<file path="config.mk">
export PLATFORM = sky130hd
export DESIGN_NAME = tsa_tx_status
export DESIGN_NICKNAME = d
export VERILOG_FILES = /design/src/include/tsa_pkg.sv /design/src/hdl/tsa_sticky_flags.sv /design/src/hdl/tsa_threshold.sv /design/src/hdl/tsa_tx_status.sv
export VERILOG_INCLUDE_DIRS = /design/src /design/src/include
export SDC_FILE = /design/constraint.sdc
export NUM_CORES = 1
export LEC_CHECK = 0
export ABC_AREA = 0
export BUFFER_PORTS_ARGS = -buffer_cell sky130_fd_sc_hd__buf_2
export CAP_MARGIN = 10
export CORE_MARGIN = 2
export CORE_UTILIZATION = 44
export CTS_CLUSTER_DIAMETER = 30
export DETAILED_ROUTE_END_ITERATION = 10
export PLACE_DENSITY_LB_ADDON = 0.12
export SYNTH_ARGS = -nofsm -noshare
export SYNTH_HDL_FRONTEND = slang
export SYNTH_SLANG_ARGS = --single-unit
</file>
<file path="constraint.sdc">
create_clock -name core_clk -period 1.7 [get_ports core_clk]
set_input_delay 0.17 -clock core_clk [delete_from_list [all_inputs] [get_ports core_clk]]
set_output_delay 0.17 -clock core_clk [all_outputs]
set_load 0.01 [all_outputs]
</file>
<file path="src/include/tsa_cfg.svh">
// Constants for the transmit status and access control block.
// Assumes a 200 MHz core clock and a 32-bit register port.
`ifndef TSA_CFG_SVH
`define TSA_CFG_SVH

// ----------------------------------------------------------------
// Register offsets
// ----------------------------------------------------------------
`define TSA_OFS_STATUS 8'h28
`define TSA_OFS_NAC    8'h30
`define TSA_OFS_IEN    8'h38
`define TSA_OFS_ICLR   8'h3C

// ----------------------------------------------------------------
// Field positions
// ----------------------------------------------------------------
`define TSA_NFLAG    4
`define TSA_B_DONE   0
`define TSA_B_STOP   1
`define TSA_B_DUNA   2
`define TSA_B_JAB    3
`define TSA_B_AIS    15
`define TSA_B_NIS    16
`define TSA_B_SF     21
`define TSA_B_SQE    19
`define TSA_B_THR_HI 15
`define TSA_B_THR_LO 14
`define TSA_B_RUN    13
`define TSA_B_IOC    31
`define TSA_B_DJAB   14

// ----------------------------------------------------------------
// Reset values
// ----------------------------------------------------------------
`define TSA_SF_RST   1'b0
`define TSA_SQE_RST  1'b1
`define TSA_THR_RST  2'h0
`define TSA_RUN_RST  1'b0
`define TSA_FLG_RST  4'h0

// ----------------------------------------------------------------
// Threshold table in bytes
// ----------------------------------------------------------------
`define TSA_THR100_0 11'h080
`define TSA_THR100_1 11'h100
`define TSA_THR100_2 11'h200
`define TSA_THR100_3 11'h400
`define TSA_THR10_0  11'h048
`define TSA_THR10_1  11'h060
`define TSA_THR10_2  11'h080
`define TSA_THR10_3  11'h0A0

// ----------------------------------------------------------------
// Timing
// ----------------------------------------------------------------
`define TSA_CLK_NS   5
`define TSA_POLL_NS  1000
`define TSA_POLL_CYC ((`TSA_POLL_NS) / (`TSA_CLK_NS))

`endif

</file>
<file path="src/include/tsa_pkg.sv">
// Types shared by the transmit status and access control block.
// Assumes nothing beyond a SystemVerilog compiler.
package tsa_pkg;
    // Transmit process state, one-hot
    typedef enum logic [2:0] {
        TSA_STOP = 3'h1,
        TSA_RUN  = 3'h2,
        TSA_SUSP = 3'h4
    } tsa_state_e;
    typedef logic [31:0] tsa_word_t;
    typedef logic [7:0]  tsa_addr_t;
endpackage

</file>
<file path="src/hdl/tsa_sticky_flags.sv">
// Latch-high event flags, cleared by writing one.
// Assumes set and clear vectors are synchronous to core_clk.
`include "tsa_cfg.svh"

module tsa_sticky_flags (
    input  wire logic                    core_clk,
    input  wire logic                    reset,
    input  wire logic [`TSA_NFLAG-1:0]   setVec,
    input  wire logic [`TSA_NFLAG-1:0]   clrVec,
    output logic      [`TSA_NFLAG-1:0]   flags
);
    // ----------------------------------------------------------------
    // One flop per flag
    // ----------------------------------------------------------------
    genvar i;
    generate
        for (i = 0; i < `TSA_NFLAG; i++) begin : g_flag
            logic flag_r;

            // Set beats clear so an event in the clearing cycle survives
            always_ff @(posedge core_clk) begin
                if (reset) begin
                    flag_r <= 1'b0;
                end else if (setVec[i]) begin
                    flag_r <= 1'b1;
                end else if (clrVec[i]) begin
                    flag_r <= 1'b0;
                end
            end

            // Each generated flop owns one bit, so no bit has two writers
            assign flags[i] = flag_r;
        end
    endgenerate
endmodule // tsa_sticky_flags

</file>
<file path="src/hdl/tsa_threshold.sv">
// FIFO transmit threshold lookup.
// Assumes the speed input is stable during frame transmission.
`include "tsa_cfg.svh"

module tsa_threshold (
    input  wire logic        core_clk,
    input  wire logic        reset,
    input  wire logic [1:0]  thrField,
    input  wire logic        linkSpeed100,
    output logic      [10:0] thresholdBytes
);
    logic [10:0] thrNxt;

    // ----------------------------------------------------------------
    // Table select per speed
    // ----------------------------------------------------------------
    always_comb begin
        case ({linkSpeed100, thrField})
            3'h4:    thrNxt = `TSA_THR100_0;
            3'h5:    thrNxt = `TSA_THR100_1;
            3'h6:    thrNxt = `TSA_THR100_2;
            3'h7:    thrNxt = `TSA_THR100_3;
            3'h0:    thrNxt = `TSA_THR10_0;
            3'h1:    thrNxt = `TSA_THR10_1;
            3'h2:    thrNxt = `TSA_THR10_2;
            3'h3:    thrNxt = `TSA_THR10_3;
            default: thrNxt = `TSA_THR100_0;
        endcase
    end

    // Registered so the FIFO sees a clean level
    always_ff @(posedge core_clk) begin
        if (reset) begin
            thresholdBytes <= `TSA_THR10_0;
        end else begin
            thresholdBytes <= thrNxt;
        end
    end

    chk_thr_table: assert property (
        @(posedge core_clk) disable iff (reset)
        (linkSpeed100 && thrField == 2'h3) |=>
        thresholdBytes == `TSA_THR100_3)
        else $error("threshold table value wrong");
endmodule // tsa_threshold

</file>
<file path="src/hdl/tsa_tx_status.sv">
// Transmit status flags, access control fields and process state.
// Assumes a transmit DMA engine drives the event pulses and obeys the
// run, suspend and threshold outputs; software uses the register port.
//
// Behaviour
// - Jabber expiry latches flag 3, stops the process and flags the descriptor.
// - A missing descriptor latches flag 2 and suspends the process.
// - Flag 1 latches while the process is stopped.
// - Flag 0 latches on frame completion only when the first descriptor asked.
// - Flags stay high once set and clear by writing a one to them.
// - Store-and-forward at bit 21 overrides the threshold, clear at reset.
// - Bit 19 resets high to disable the SQE test; clearing it enables it.
// - Bits 15 to 14 select the threshold from two speed tables.
// - Bit 13 starts the process on one and stops it on zero, reset zero.
// - Normal summary follows flags 0 and 2, abnormal follows 1 and 3.
`include "tsa_cfg.svh"

module tsa_tx_status (
    input  wire logic        core_clk,
    input  wire logic        reset,
    input  wire logic [7:0]  regAddr,
    input  wire logic [31:0] regWrData,
    input  wire logic        regWrStrobe,
    input  wire logic        regRdStrobe,
    output logic      [31:0] regRdData,
    input  wire logic        jabberExpire,
    input  wire logic        descFetchFail,
    input  wire logic        frameDone,
    input  wire logic        frameIoc,
    input  wire logic        pollDemand,
    input  wire logic        autoPollEn,
    input  wire logic        linkSpeed100,
    output logic      [2:0]  txState,
    output logic             descJabberFlag,
    output logic             storeForward,
    output logic             sqeTestEnable,
    output logic             thresholdActive,
    output logic      [10:0] thresholdBytes,
    output logic             irq
);
    // ----------------------------------------------------------------
    // Declarations
    // ----------------------------------------------------------------
    tsa_pkg::tsa_state_e    state_r;
    tsa_pkg::tsa_state_e    state_nxt;
    logic                   runCtl_r;
    logic                   sf_r;
    logic                   sqeDis_r;
    logic [1:0]             thr_r;
    logic [`TSA_NFLAG-1:0]  irqEn_r;
    logic [`TSA_NFLAG-1:0]  flags;
    logic [`TSA_NFLAG-1:0]  setVec;
    logic [`TSA_NFLAG-1:0]  clrVec;
    logic                   normSum;
    logic                   abnSum;
    tsa_pkg::tsa_word_t     statusWord;
    tsa_pkg::tsa_word_t     nacWord;
    tsa_pkg::tsa_word_t     rdNxt;
    logic                   wrStatus;
    logic                   wrNac;
    logic                   wrIen;
    logic                   wrIclr;
    logic                   startReq;
    logic                   stopReq;
    logic [7:0]             pollCnt_r;
    logic                   pollTick;
    logic                   descJab_r;

    // ----------------------------------------------------------------
    // Address decode
    // ----------------------------------------------------------------
    // Write strobes qualified by address
    assign wrStatus = regWrStrobe && regAddr == `TSA_OFS_STATUS;
    assign wrNac    = regWrStrobe && regAddr == `TSA_OFS_NAC;
    assign wrIen    = regWrStrobe && regAddr == `TSA_OFS_IEN;
    assign wrIclr   = regWrStrobe && regAddr == `TSA_OFS_ICLR;

    // Run bit written one starts, written zero stops
    assign startReq = wrNac && regWrData[`TSA_B_RUN];
    assign stopReq  = wrNac && !regWrData[`TSA_B_RUN];

    // ----------------------------------------------------------------
    // Access control register
    // ----------------------------------------------------------------
    // Run bit is always writable
    always_ff @(posedge core_clk) begin
        if (reset) begin
            runCtl_r <= `TSA_RUN_RST;
        end else if (wrNac) begin
            runCtl_r <= regWrData[`TSA_B_RUN];
        end
    end

    // Mode fields only change while stopped; a write mid-frame would
    // alter FIFO policy under a live transfer, so it is dropped
    always_ff @(posedge core_clk) begin
        if (reset) begin
            sf_r     <= `TSA_SF_RST;
            sqeDis_r <= `TSA_SQE_RST;
            thr_r    <= `TSA_THR_RST;
        end else if (wrNac && state_r == tsa_pkg::TSA_STOP) begin
            sf_r     <= regWrData[`TSA_B_SF];
            sqeDis_r <= regWrData[`TSA_B_SQE];
            thr_r    <= regWrData[`TSA_B_THR_HI:`TSA_B_THR_LO];
        end
    end

    // Field outputs
    assign storeForward    = sf_r;
    assign thresholdActive = !sf_r;
    assign sqeTestEnable   = !sqeDis_r;

    // ----------------------------------------------------------------
    // Threshold lookup
    // ----------------------------------------------------------------
    tsa_threshold u_thr (
        .core_clk       (core_clk),
        .reset          (reset),
        .thrField       (thr_r),
        .linkSpeed100   (linkSpeed100),
        .thresholdBytes (thresholdBytes)
    );

    // ----------------------------------------------------------------
    // Auto poll divider
    // ----------------------------------------------------------------
    // Free-running enable; a suspended process retries on each tick
    always_ff @(posedge core_clk) begin
        if (reset) begin
            pollCnt_r <= 8'h00;
        end else if (pollCnt_r == 8'(`TSA_POLL_CYC - 1)) begin
            pollCnt_r <= 8'h00;
        end else begin
            pollCnt_r <= pollCnt_r + 8'h01;
        end
    end

    assign pollTick = autoPollEn && pollCnt_r == 8'(`TSA_POLL_CYC - 1);

    // ----------------------------------------------------------------
    // Transmit process state
    // ----------------------------------------------------------------
    // Jabber outranks everything; stop request next; then progress
    always_comb begin
        state_nxt = state_r;
        if (jabberExpire) begin
            state_nxt = tsa_pkg::TSA_STOP;
        end else if (stopReq) begin
            state_nxt = tsa_pkg::TSA_STOP;
        end else begin
            case (state_r)
                tsa_pkg::TSA_STOP: begin
                    if (startReq) begin
                        state_nxt = tsa_pkg::TSA_RUN;
                    end
                end
                tsa_pkg::TSA_RUN: begin
                    if (descFetchFail) begin
                        state_nxt = tsa_pkg::TSA_SUSP;
                    end
                end
                tsa_pkg::TSA_SUSP: begin
                    // Software has handed a descriptor back by now
                    if (pollDemand || pollTick) begin
                        state_nxt = tsa_pkg::TSA_RUN;
                    end
                end
                default: state_nxt = tsa_pkg::TSA_STOP;
            endcase
        end
    end

    // State register
    always_ff @(posedge core_clk) begin
        if (reset) begin
            state_r <= tsa_pkg::TSA_STOP;
        end else begin
            state_r <= state_nxt;
        end
    end

    assign txState = state_r;

    // ----------------------------------------------------------------
    // Descriptor jabber mark
    // ----------------------------------------------------------------
    // One-cycle pulse: the DMA sets its descriptor status bit from it
    always_ff @(posedge core_clk) begin
        if (reset) begin
            descJab_r <= 1'b0;
        end else begin
            descJab_r <= jabberExpire;
        end
    end

    assign descJabberFlag = descJab_r;

    // ----------------------------------------------------------------
    // Event flags
    // ----------------------------------------------------------------
    // Set sources per flag
    always_comb begin
        setVec = `TSA_FLG_RST;
        setVec[`TSA_B_DONE] = frameDone && frameIoc;
        setVec[`TSA_B_STOP] = state_r == tsa_pkg::TSA_STOP;
        setVec[`TSA_B_DUNA] = descFetchFail &&
                              state_r == tsa_pkg::TSA_RUN;
        setVec[`TSA_B_JAB]  = jabberExpire;
    end

    // Either the status word or the clear register clears by ones
    always_comb begin
        clrVec = `TSA_FLG_RST;
        if (wrStatus || wrIclr) begin
            clrVec = regWrData[`TSA_NFLAG-1:0];
        end
    end

    tsa_sticky_flags u_flags (
        .core_clk (core_clk),
        .reset    (reset),
        .setVec   (setVec),
        .clrVec   (clrVec),
        .flags    (flags)
    );

    // Summaries are live views of the latched flags
    assign normSum = flags[`TSA_B_DONE] || flags[`TSA_B_DUNA];
    assign abnSum  = flags[`TSA_B_STOP] || flags[`TSA_B_JAB];

    // ----------------------------------------------------------------
    // Interrupt
    // ----------------------------------------------------------------
    // Enable register uses the flag layout
    always_ff @(posedge core_clk) begin
        if (reset) begin
            irqEn_r <= `TSA_FLG_RST;
        end else if (wrIen) begin
            irqEn_r <= regWrData[`TSA_NFLAG-1:0];
        end
    end

    // Level output, drops as soon as the flag is cleared
    assign irq = |(flags & irqEn_r);

    // ----------------------------------------------------------------
    // Read path
    // ----------------------------------------------------------------
    // Word images; reserved bits stay zero
    always_comb begin
        statusWord = '0;
        statusWord[`TSA_NFLAG-1:0] = flags;
        statusWord[`TSA_B_AIS]     = abnSum;
        statusWord[`TSA_B_NIS]     = normSum;
        nacWord = '0;
        nacWord[`TSA_B_SF]  = sf_r;
        nacWord[`TSA_B_SQE] = sqeDis_r;
        nacWord[`TSA_B_THR_HI:`TSA_B_THR_LO] = thr_r;
        nacWord[`TSA_B_RUN] = runCtl_r;
    end

    // Mux; the clear register is write-only and reads zero
    always_comb begin
        rdNxt = '0;
        case (regAddr)
            `TSA_OFS_STATUS: rdNxt = statusWord;
            `TSA_OFS_NAC:    rdNxt = nacWord;
            `TSA_OFS_IEN:    rdNxt[`TSA_NFLAG-1:0] = irqEn_r;
            default:         rdNxt = '0;
        endcase
    end

    // Data valid only in the cycle after the strobe
    always_ff @(posedge core_clk) begin
        if (reset) begin
            regRdData <= '0;
        end else if (regRdStrobe) begin
            regRdData <= rdNxt;
        end else begin
            regRdData <= '0;
        end
    end

    // ----------------------------------------------------------------
    // Checks
    // ----------------------------------------------------------------
    chk_jabber_stop: assert property (
        @(posedge core_clk) disable iff (reset)
        jabberExpire |=> state_r == tsa_pkg::TSA_STOP
                         && flags[`TSA_B_JAB] && descJabberFlag)
        else $error("jabber did not stop and flag");

    chk_unavail_susp: assert property (
        @(posedge core_clk) disable iff (reset)
        (state_r == tsa_pkg::TSA_RUN && descFetchFail && !jabberExpire
         && !stopReq)
        |=> state_r == tsa_pkg::TSA_SUSP && flags[`TSA_B_DUNA])
        else $error("missing descriptor did not suspend");

    chk_stop_flag: assert property (
        @(posedge core_clk) disable iff (reset)
        state_r == tsa_pkg::TSA_STOP |=> flags[`TSA_B_STOP])
        else $error("stopped flag not held");

    chk_done_cause: assert property (
        @(posedge core_clk) disable iff (reset)
        $rose(flags[`TSA_B_DONE]) |-> $past(frameDone && frameIoc))
        else $error("done flag without requesting descriptor");

    chk_w1c_clear: assert property (
        @(posedge core_clk) disable iff (reset)
        (wrStatus && regWrData[`TSA_B_JAB] && !jabberExpire)
        |=> !flags[`TSA_B_JAB])
        else $error("write one did not clear flag");

    chk_zero_keeps: assert property (
        @(posedge core_clk) disable iff (reset)
        (flags[`TSA_B_DONE] && wrStatus && !regWrData[`TSA_B_DONE])
        |=> flags[`TSA_B_DONE])
        else $error("write zero changed a flag");

    chk_sf_override: assert property (
        @(posedge core_clk) disable iff (reset)
        (wrNac && state_r == tsa_pkg::TSA_STOP && regWrData[`TSA_B_SF])
        |=> storeForward && !thresholdActive)
        else $error("store and forward not applied");

    chk_sqe_reset: assert property (
        @(posedge core_clk) disable iff (reset)
        $past(reset) |-> !sqeTestEnable && !storeForward)
        else $error("mode field reset value wrong");

    chk_run_stop: assert property (
        @(posedge core_clk) disable iff (reset)
        stopReq |=> state_r == tsa_pkg::TSA_STOP ##1 flags[`TSA_B_STOP])
        else $error("run bit zero did not stop");

    chk_abn_summary: assert property (
        @(posedge core_clk) disable iff (reset)
        jabberExpire |=> statusWord[`TSA_B_AIS])
        else $error("abnormal summary missing");

    chk_guard_fields: assert property (
        @(posedge core_clk) disable iff (reset)
        (wrNac && state_r != tsa_pkg::TSA_STOP) |=> $stable(thr_r))
        else $error("mode field changed while running");
endmodule // tsa_tx_status

</file>
Word-level counts from Yosys, hierarchy flattened
Memory sizes are Yosys's and may differ from the RTL's. A register that Yosys moved wholly into a read port is not among the register bits. Cells that the tools add are included.

Latch bits: 0. Bits in read-only memories: 56. Memory bits (writable): 0. Logic and storage cells: 70. Output and inout bits: 51. Memories: 1. Register bits after elaboration: 68.

$lt $le $gt $ge: 0. Add/subtract/negate cells: 1. Multiplexer cells: 15. Divide/modulo/power cells: 0. Equality and inequality tests: 11. Shift-type cells: 0. Multiply operators: 0. Reduce and logical (&&, ||, !) cells: 26. Bitwise logic cells: 2.

Memories: (no name shown) (depth 8, bits a word 7, read ports 1, clocked after memory_dff 1, write ports 0, line tsa_threshold.sv:18) `case ({linkSpeed100, thrField})`.

Operators by type and width (count): $pmux W18 S2 (1); $eq A8 B6 Y1 const B (4); $logic_and A1 B1 Y1 (10); $mux W3 (3); $pmux W3 S3 (1); $add A8 B1 Y8 const B (1); $eq A8 B8 Y1 const B (1); $mux W1 (8); $pmux W4 S2 (1); $reduce_bool A2 Y1 (4); $and A4 B4 Y4 (1); $logic_or A1 B1 Y1 (4); $mux W4 (1); $ne A2 B2 Y1 const B (2); $reduce_or A2 Y1 (2); $reduce_or A4 Y1 (1); $eq A3 B1 Y1 const B (1); $eq A3 B2 Y1 const B (1); $eq A3 B3 Y1 const B (1); $logic_not A1 Y1 (3); $reduce_and A3 Y1 (1); $reduce_or A3 Y1 (1); $ne A2 B1 Y1 const B (1); $not A1 Y1 (1).

Longest topological paths before layout
Word-level depth: 6. Gate-level depth with buffers: 5. Gate-level depth less buffers: 5.

By module
A second synthesis with hierarchy kept.

Cell total of the unflattened synthesis: 204. Area total of the unflattened synthesis: 1889.3 µm².

By module, submodules not included: tsa_tx_status (area an instance 1477.7 µm², instances 1, cells each 160, sequential area each 620.6 µm²); tsa_threshold (area an instance 241.5 µm², instances 1, cells each 24, sequential area each 140.1 µm²); tsa_sticky_flags (area an instance 170.2 µm², instances 1, cells each 20, sequential area each 80.1 µm²).

Worst setup path before layout
OpenSTA, ideal clock, no wires.

Kind: register -> register. From: register state_r[0] (netlist: txState[0]). To: register sf_r (netlist: storeForward). Clock period less this slack: 1554 ps. Path buffers: 0. Setup time: 128 ps. Setup slack: 146 ps. Arrival time: 1427 ps. Cell stages (with the launch flop): 5. Cells stage by stage: dfxtp_1 > nor3b_1 > nand4_2 > mux2i_1 > nor2_1.

Cells in the longest elaborated chain, start to end: 2.

Ends and longest elaborated chain: from (decl) (line tsa_tx_status.sv:44) `tsa_pkg::tsa_state_e state_r;`; from (signal assigned) (line tsa_tx_status.sv:176) `state_r <= tsa_pkg::TSA_STOP;`; from (signal assigned) (line tsa_tx_status.sv:178) `state_r <= state_nxt;`; $eq A3 B1 Y1 (line tsa_tx_status.sv:101) `end else if (wrNac && state_r == tsa_pkg::TSA_STOP) begin`; $logic_and A1 B1 Y1 (line tsa_tx_status.sv:101); to (signal assigned) (line tsa_tx_status.sv:98) `` sf_r <= `TSA_SF_RST; ``; to (signal assigned) (line tsa_tx_status.sv:102) `` sf_r <= regWrData[`TSA_B_SF]; ``; to (decl) (line tsa_tx_status.sv:47) `logic sf_r;`.

Every way passes these cells. A chain may end at the register's enable or synchronous reset.

Worst setup path in the final report
From: register state_r[0] (netlist: txState[0]). To: register state_r[2] (netlist: txState[2]).

Cells in the longest elaborated chain, start to end: 3. Elaborated cells on any way between the ends: 8. Those cells by class: eq/ne (6); mux (1); reduce/logical (1).

Ends and longest elaborated chain: $eq A3 B3 Y1, or another cell as far along (line tsa_tx_status.sv:151) `case (state_r)`; $ne A2 B2 Y1 (no source line) or $ne A2 B1 Y1 (tied branches); $reduce_and A3 Y1 (no source line).

Parallel ways exist; a longest one is shown, timed or not.

==> results.json <==
{
  "final_nets": 313,
  "yosysMostFrequentCell": "dfxtp_1",
  "finalWorstSetupSlack_ps": 104.4,
  "reg2reg_to": "txState[2]",
  "cts_buffers": 5,
  "fmax_ghz": 0.6267,
  "synth.area.top_cells": "dfxtp_1, buf_4, nor2_1",
  "via_per_inst": 4.728,
  "r2r_slack_ps": 100,
  "dp_hpwl_um": 2727,
  "synthCells": 203,
  "syn_area_per_cell_sq_um": 9.356,
  "grt_pass1_vias": 1295,
  "p_int_w": 0.001378,
  "rsz0062_at_grt": "no",
  "synth-edff-count": 0,
  "final_cell_area_sq_mm": 0.002230,
  "h-tree-depth": 2,
  "grt_pass1_wl_um": 5871,
  "crit_path_start_kind": "register",
  "fin_crit_ps": 1596,
  "maxSlewViolCount": 0,
  "ys_types": 39,
  "drive_gt1_frac": 0.2748,
  "swShare": 0.2318,
  "fin_crit_sh": 0.9386,
  "drt_pass1_iterations": 4,
  "path_class": "reg2reg",
  "cts_tree": "yes",
  "p_leak_nw": 1.075,
  "io_pins": 102,
  "port_buffers": 52,
  "start_util": 0.4648,
  "ys_top_cells_by_count": "dfxtp_1, nor2_1, buf_4, mux2i_1",
  "hold_violations": 0,
  "worstHoldEndpoint": "u_thr.thresholdBytes[5]",
  "cts.sinks": 42,
  "syn_to_final_growth_pct": 17.39,
  "cp_max_fo": 7,
  "synth-seq-cells": 42,
  "cp.required_ps": 1890,
  "hold_start": "linkSpeed100",
  "ys_seq_area_frac": 0.4427,
  "power_switching_w": 0.0004159,
  "hp-class": "in2reg",
  "irDropWorstVdd_mv": 0.5951,
  "synth_warnings": 0,
  "diodes": 0,
  "drt_wl_total_um": 3584,
  "die_w_um": 69.70,
  "vias": 1475,
  "synth_top_area_share": 0.4427,
  "detail-route-antenna-nets": 0,
  "grt_max_degree": 26,
  "rr_startpoint": "txState[0]",
  "rr_worst_depth": 4,
  "die-area_sq_mm": 0.004858,
  "clkPwrFrac": 0.357,
  "path_clk_slew_ps": 70,
  "place_area_sq_mm": 0.002132,
  "syn_area_sq_mm": 0.001899,
  "crit_path_end_kind": "register",
  "async_flop_share": 0,
  "drc_errors": 0,
  "grt_util_all_layers": 0.1536,
  "overflow": 0,
  "wl_per_cell_um": 11.49,
  "dp_slack_ps": 124.1,
  "status": "completed",
  "p_seq_frac": 0.565,
  "first_iter_violations": 39,
  "setup_viol": 0,
  "ys.flop_type": "dfxtp_1",
  "whs_ps": 107.4,
  "powerDensity_mw_per_mm2": 804.7,
  "finClkSkew_ps": 5.203,
  "ctsResizeCount": 0,
  "clockRootBuffer": "clkbuf_8",
  "core_region_area_sq_mm": 0.004086,
  "max-cap-violations": 0,
  "cts_setup_buffers": 0,
  "antenna_found_initial": 0,
  "comb_power_share": 0.078,
  "post-route-util": 0.5456,
  "synth_top_cell_by_area": "dfxtp_1",
  "die_h_um": 69.70,
  "row_count": 23,
  "gp_congestion": 0.8529,
  "cts_hold_buf": 0,
  "worstHoldPathCells": 2,
  "fin_tns_setup_ps": 0,
  "insertion_delay_ps": 290,
  "clockBufferDepth": 2,
  "cp.arrival_ps": 1790
}
-- routing by layer --
metal	GRT usage	part of all wire	vias up
li1	-	-	762
met4	0.04915	0.016	0
met1	0.1869	0.45	651
met3	0.05959	0.066	7
met5	0	0	-
met2	0.2500	0.47	55
-- critical path: stages (launching register included) --
cell      delay [ps]
dfxtp_1          370
or4b_1           590
a31oi_2          210
a21oi_1           70
a221oi_1         270
-- logic make-up after synthesis --
kind of cell             share of synthesized area
multiplexers                               0.04216
flip-flops                                  0.4427
XOR/XNOR                                   0.03689
adder cells (fa/ha/maj)                   0.006587
buffers and inverters                       0.1186
other                                     0.001974
AND/OR/NAND/NOR                             0.2701
AO/OA/AOI/OAI                              0.08103
-- registers in the layout (all words and copies together), names as in the netlist, 2 cells and up --
signal and flops:
irqEn_r 4, u_thr.thresholdBytes 7, regRdData 10, u_flags.g_flag.flag_r 4, thr_r 2, txState 3
pollCnt_r 8
-- cells in the final DEF (no fill, tap or decap), drive strengths merged, types with 5 or more instances in the layout --
cell type  synthesis  layout
mux2i              8       8
xor2               5       5
buf               26      55
nor2              32      32
inv                5       5
a21oi              7       7
nand3              7       7
dfxtp             42      42
nand4              5       5
nand2              6       6
clkbuf             3       7
nor3b              8       8
conb               1      26
a22oi              6       6
-- power groups by stage --
stage | sequential, W | clock (W) | combinational, W
detailed placement | 0.00104 | 0 | 0.000140
floorplan | 0.00104 | 0 | 0.000121
CTS | 0.00101 | 0.000670 | 0.000140
global placement | 0.00104 | 0 | 0.000138
finish | 0.00101 | 0.000641 | 0.000140
global route | 0.00101 | 0.000715 | 0.000157
-- metrics by stage --
step / cells / total power, W
global placement: 304 / 0.001174
detailed placement: 304 / 0.001175
CTS: 312 / 0.001822
global route: 312 / 0.001886
floorplan: 228 / 0.001156
finish: 312 / 0.001794
-- how the worst max path moves through the flow --
stage / start / end / slack, ps / cells after the start
after floorplan: txState[0] / storeForward / 150 / 4
after global placement: regAddr[7] / regRdData[15] / 120 / 5
after detailed placement: regAddr[7] / regRdData[15] / 120 / 5
after CTS: txState[0] / txState[2] / 110 / 4
after global routing: txState[0] / txState[2] / 0.6 / 4
final: txState[0] / txState[2] / 100 / 4
-- area by class of cell --
| cell class | count | area (sq um) |
|---|---|---|
| timing repair buffer | 55 | 282.8 |
| multi-input combinational | 152 | 933.4 |
| tap | 50 | 62.56 |
| clock inverter | 1 | 5.005 |
| inverter | 5 | 18.77 |
| sequential | 42 | 840.8 |
| clock buffer | 7 | 86.33 |
| fill | 409 | 1857 |
Power figures use the tool's default switching activity.
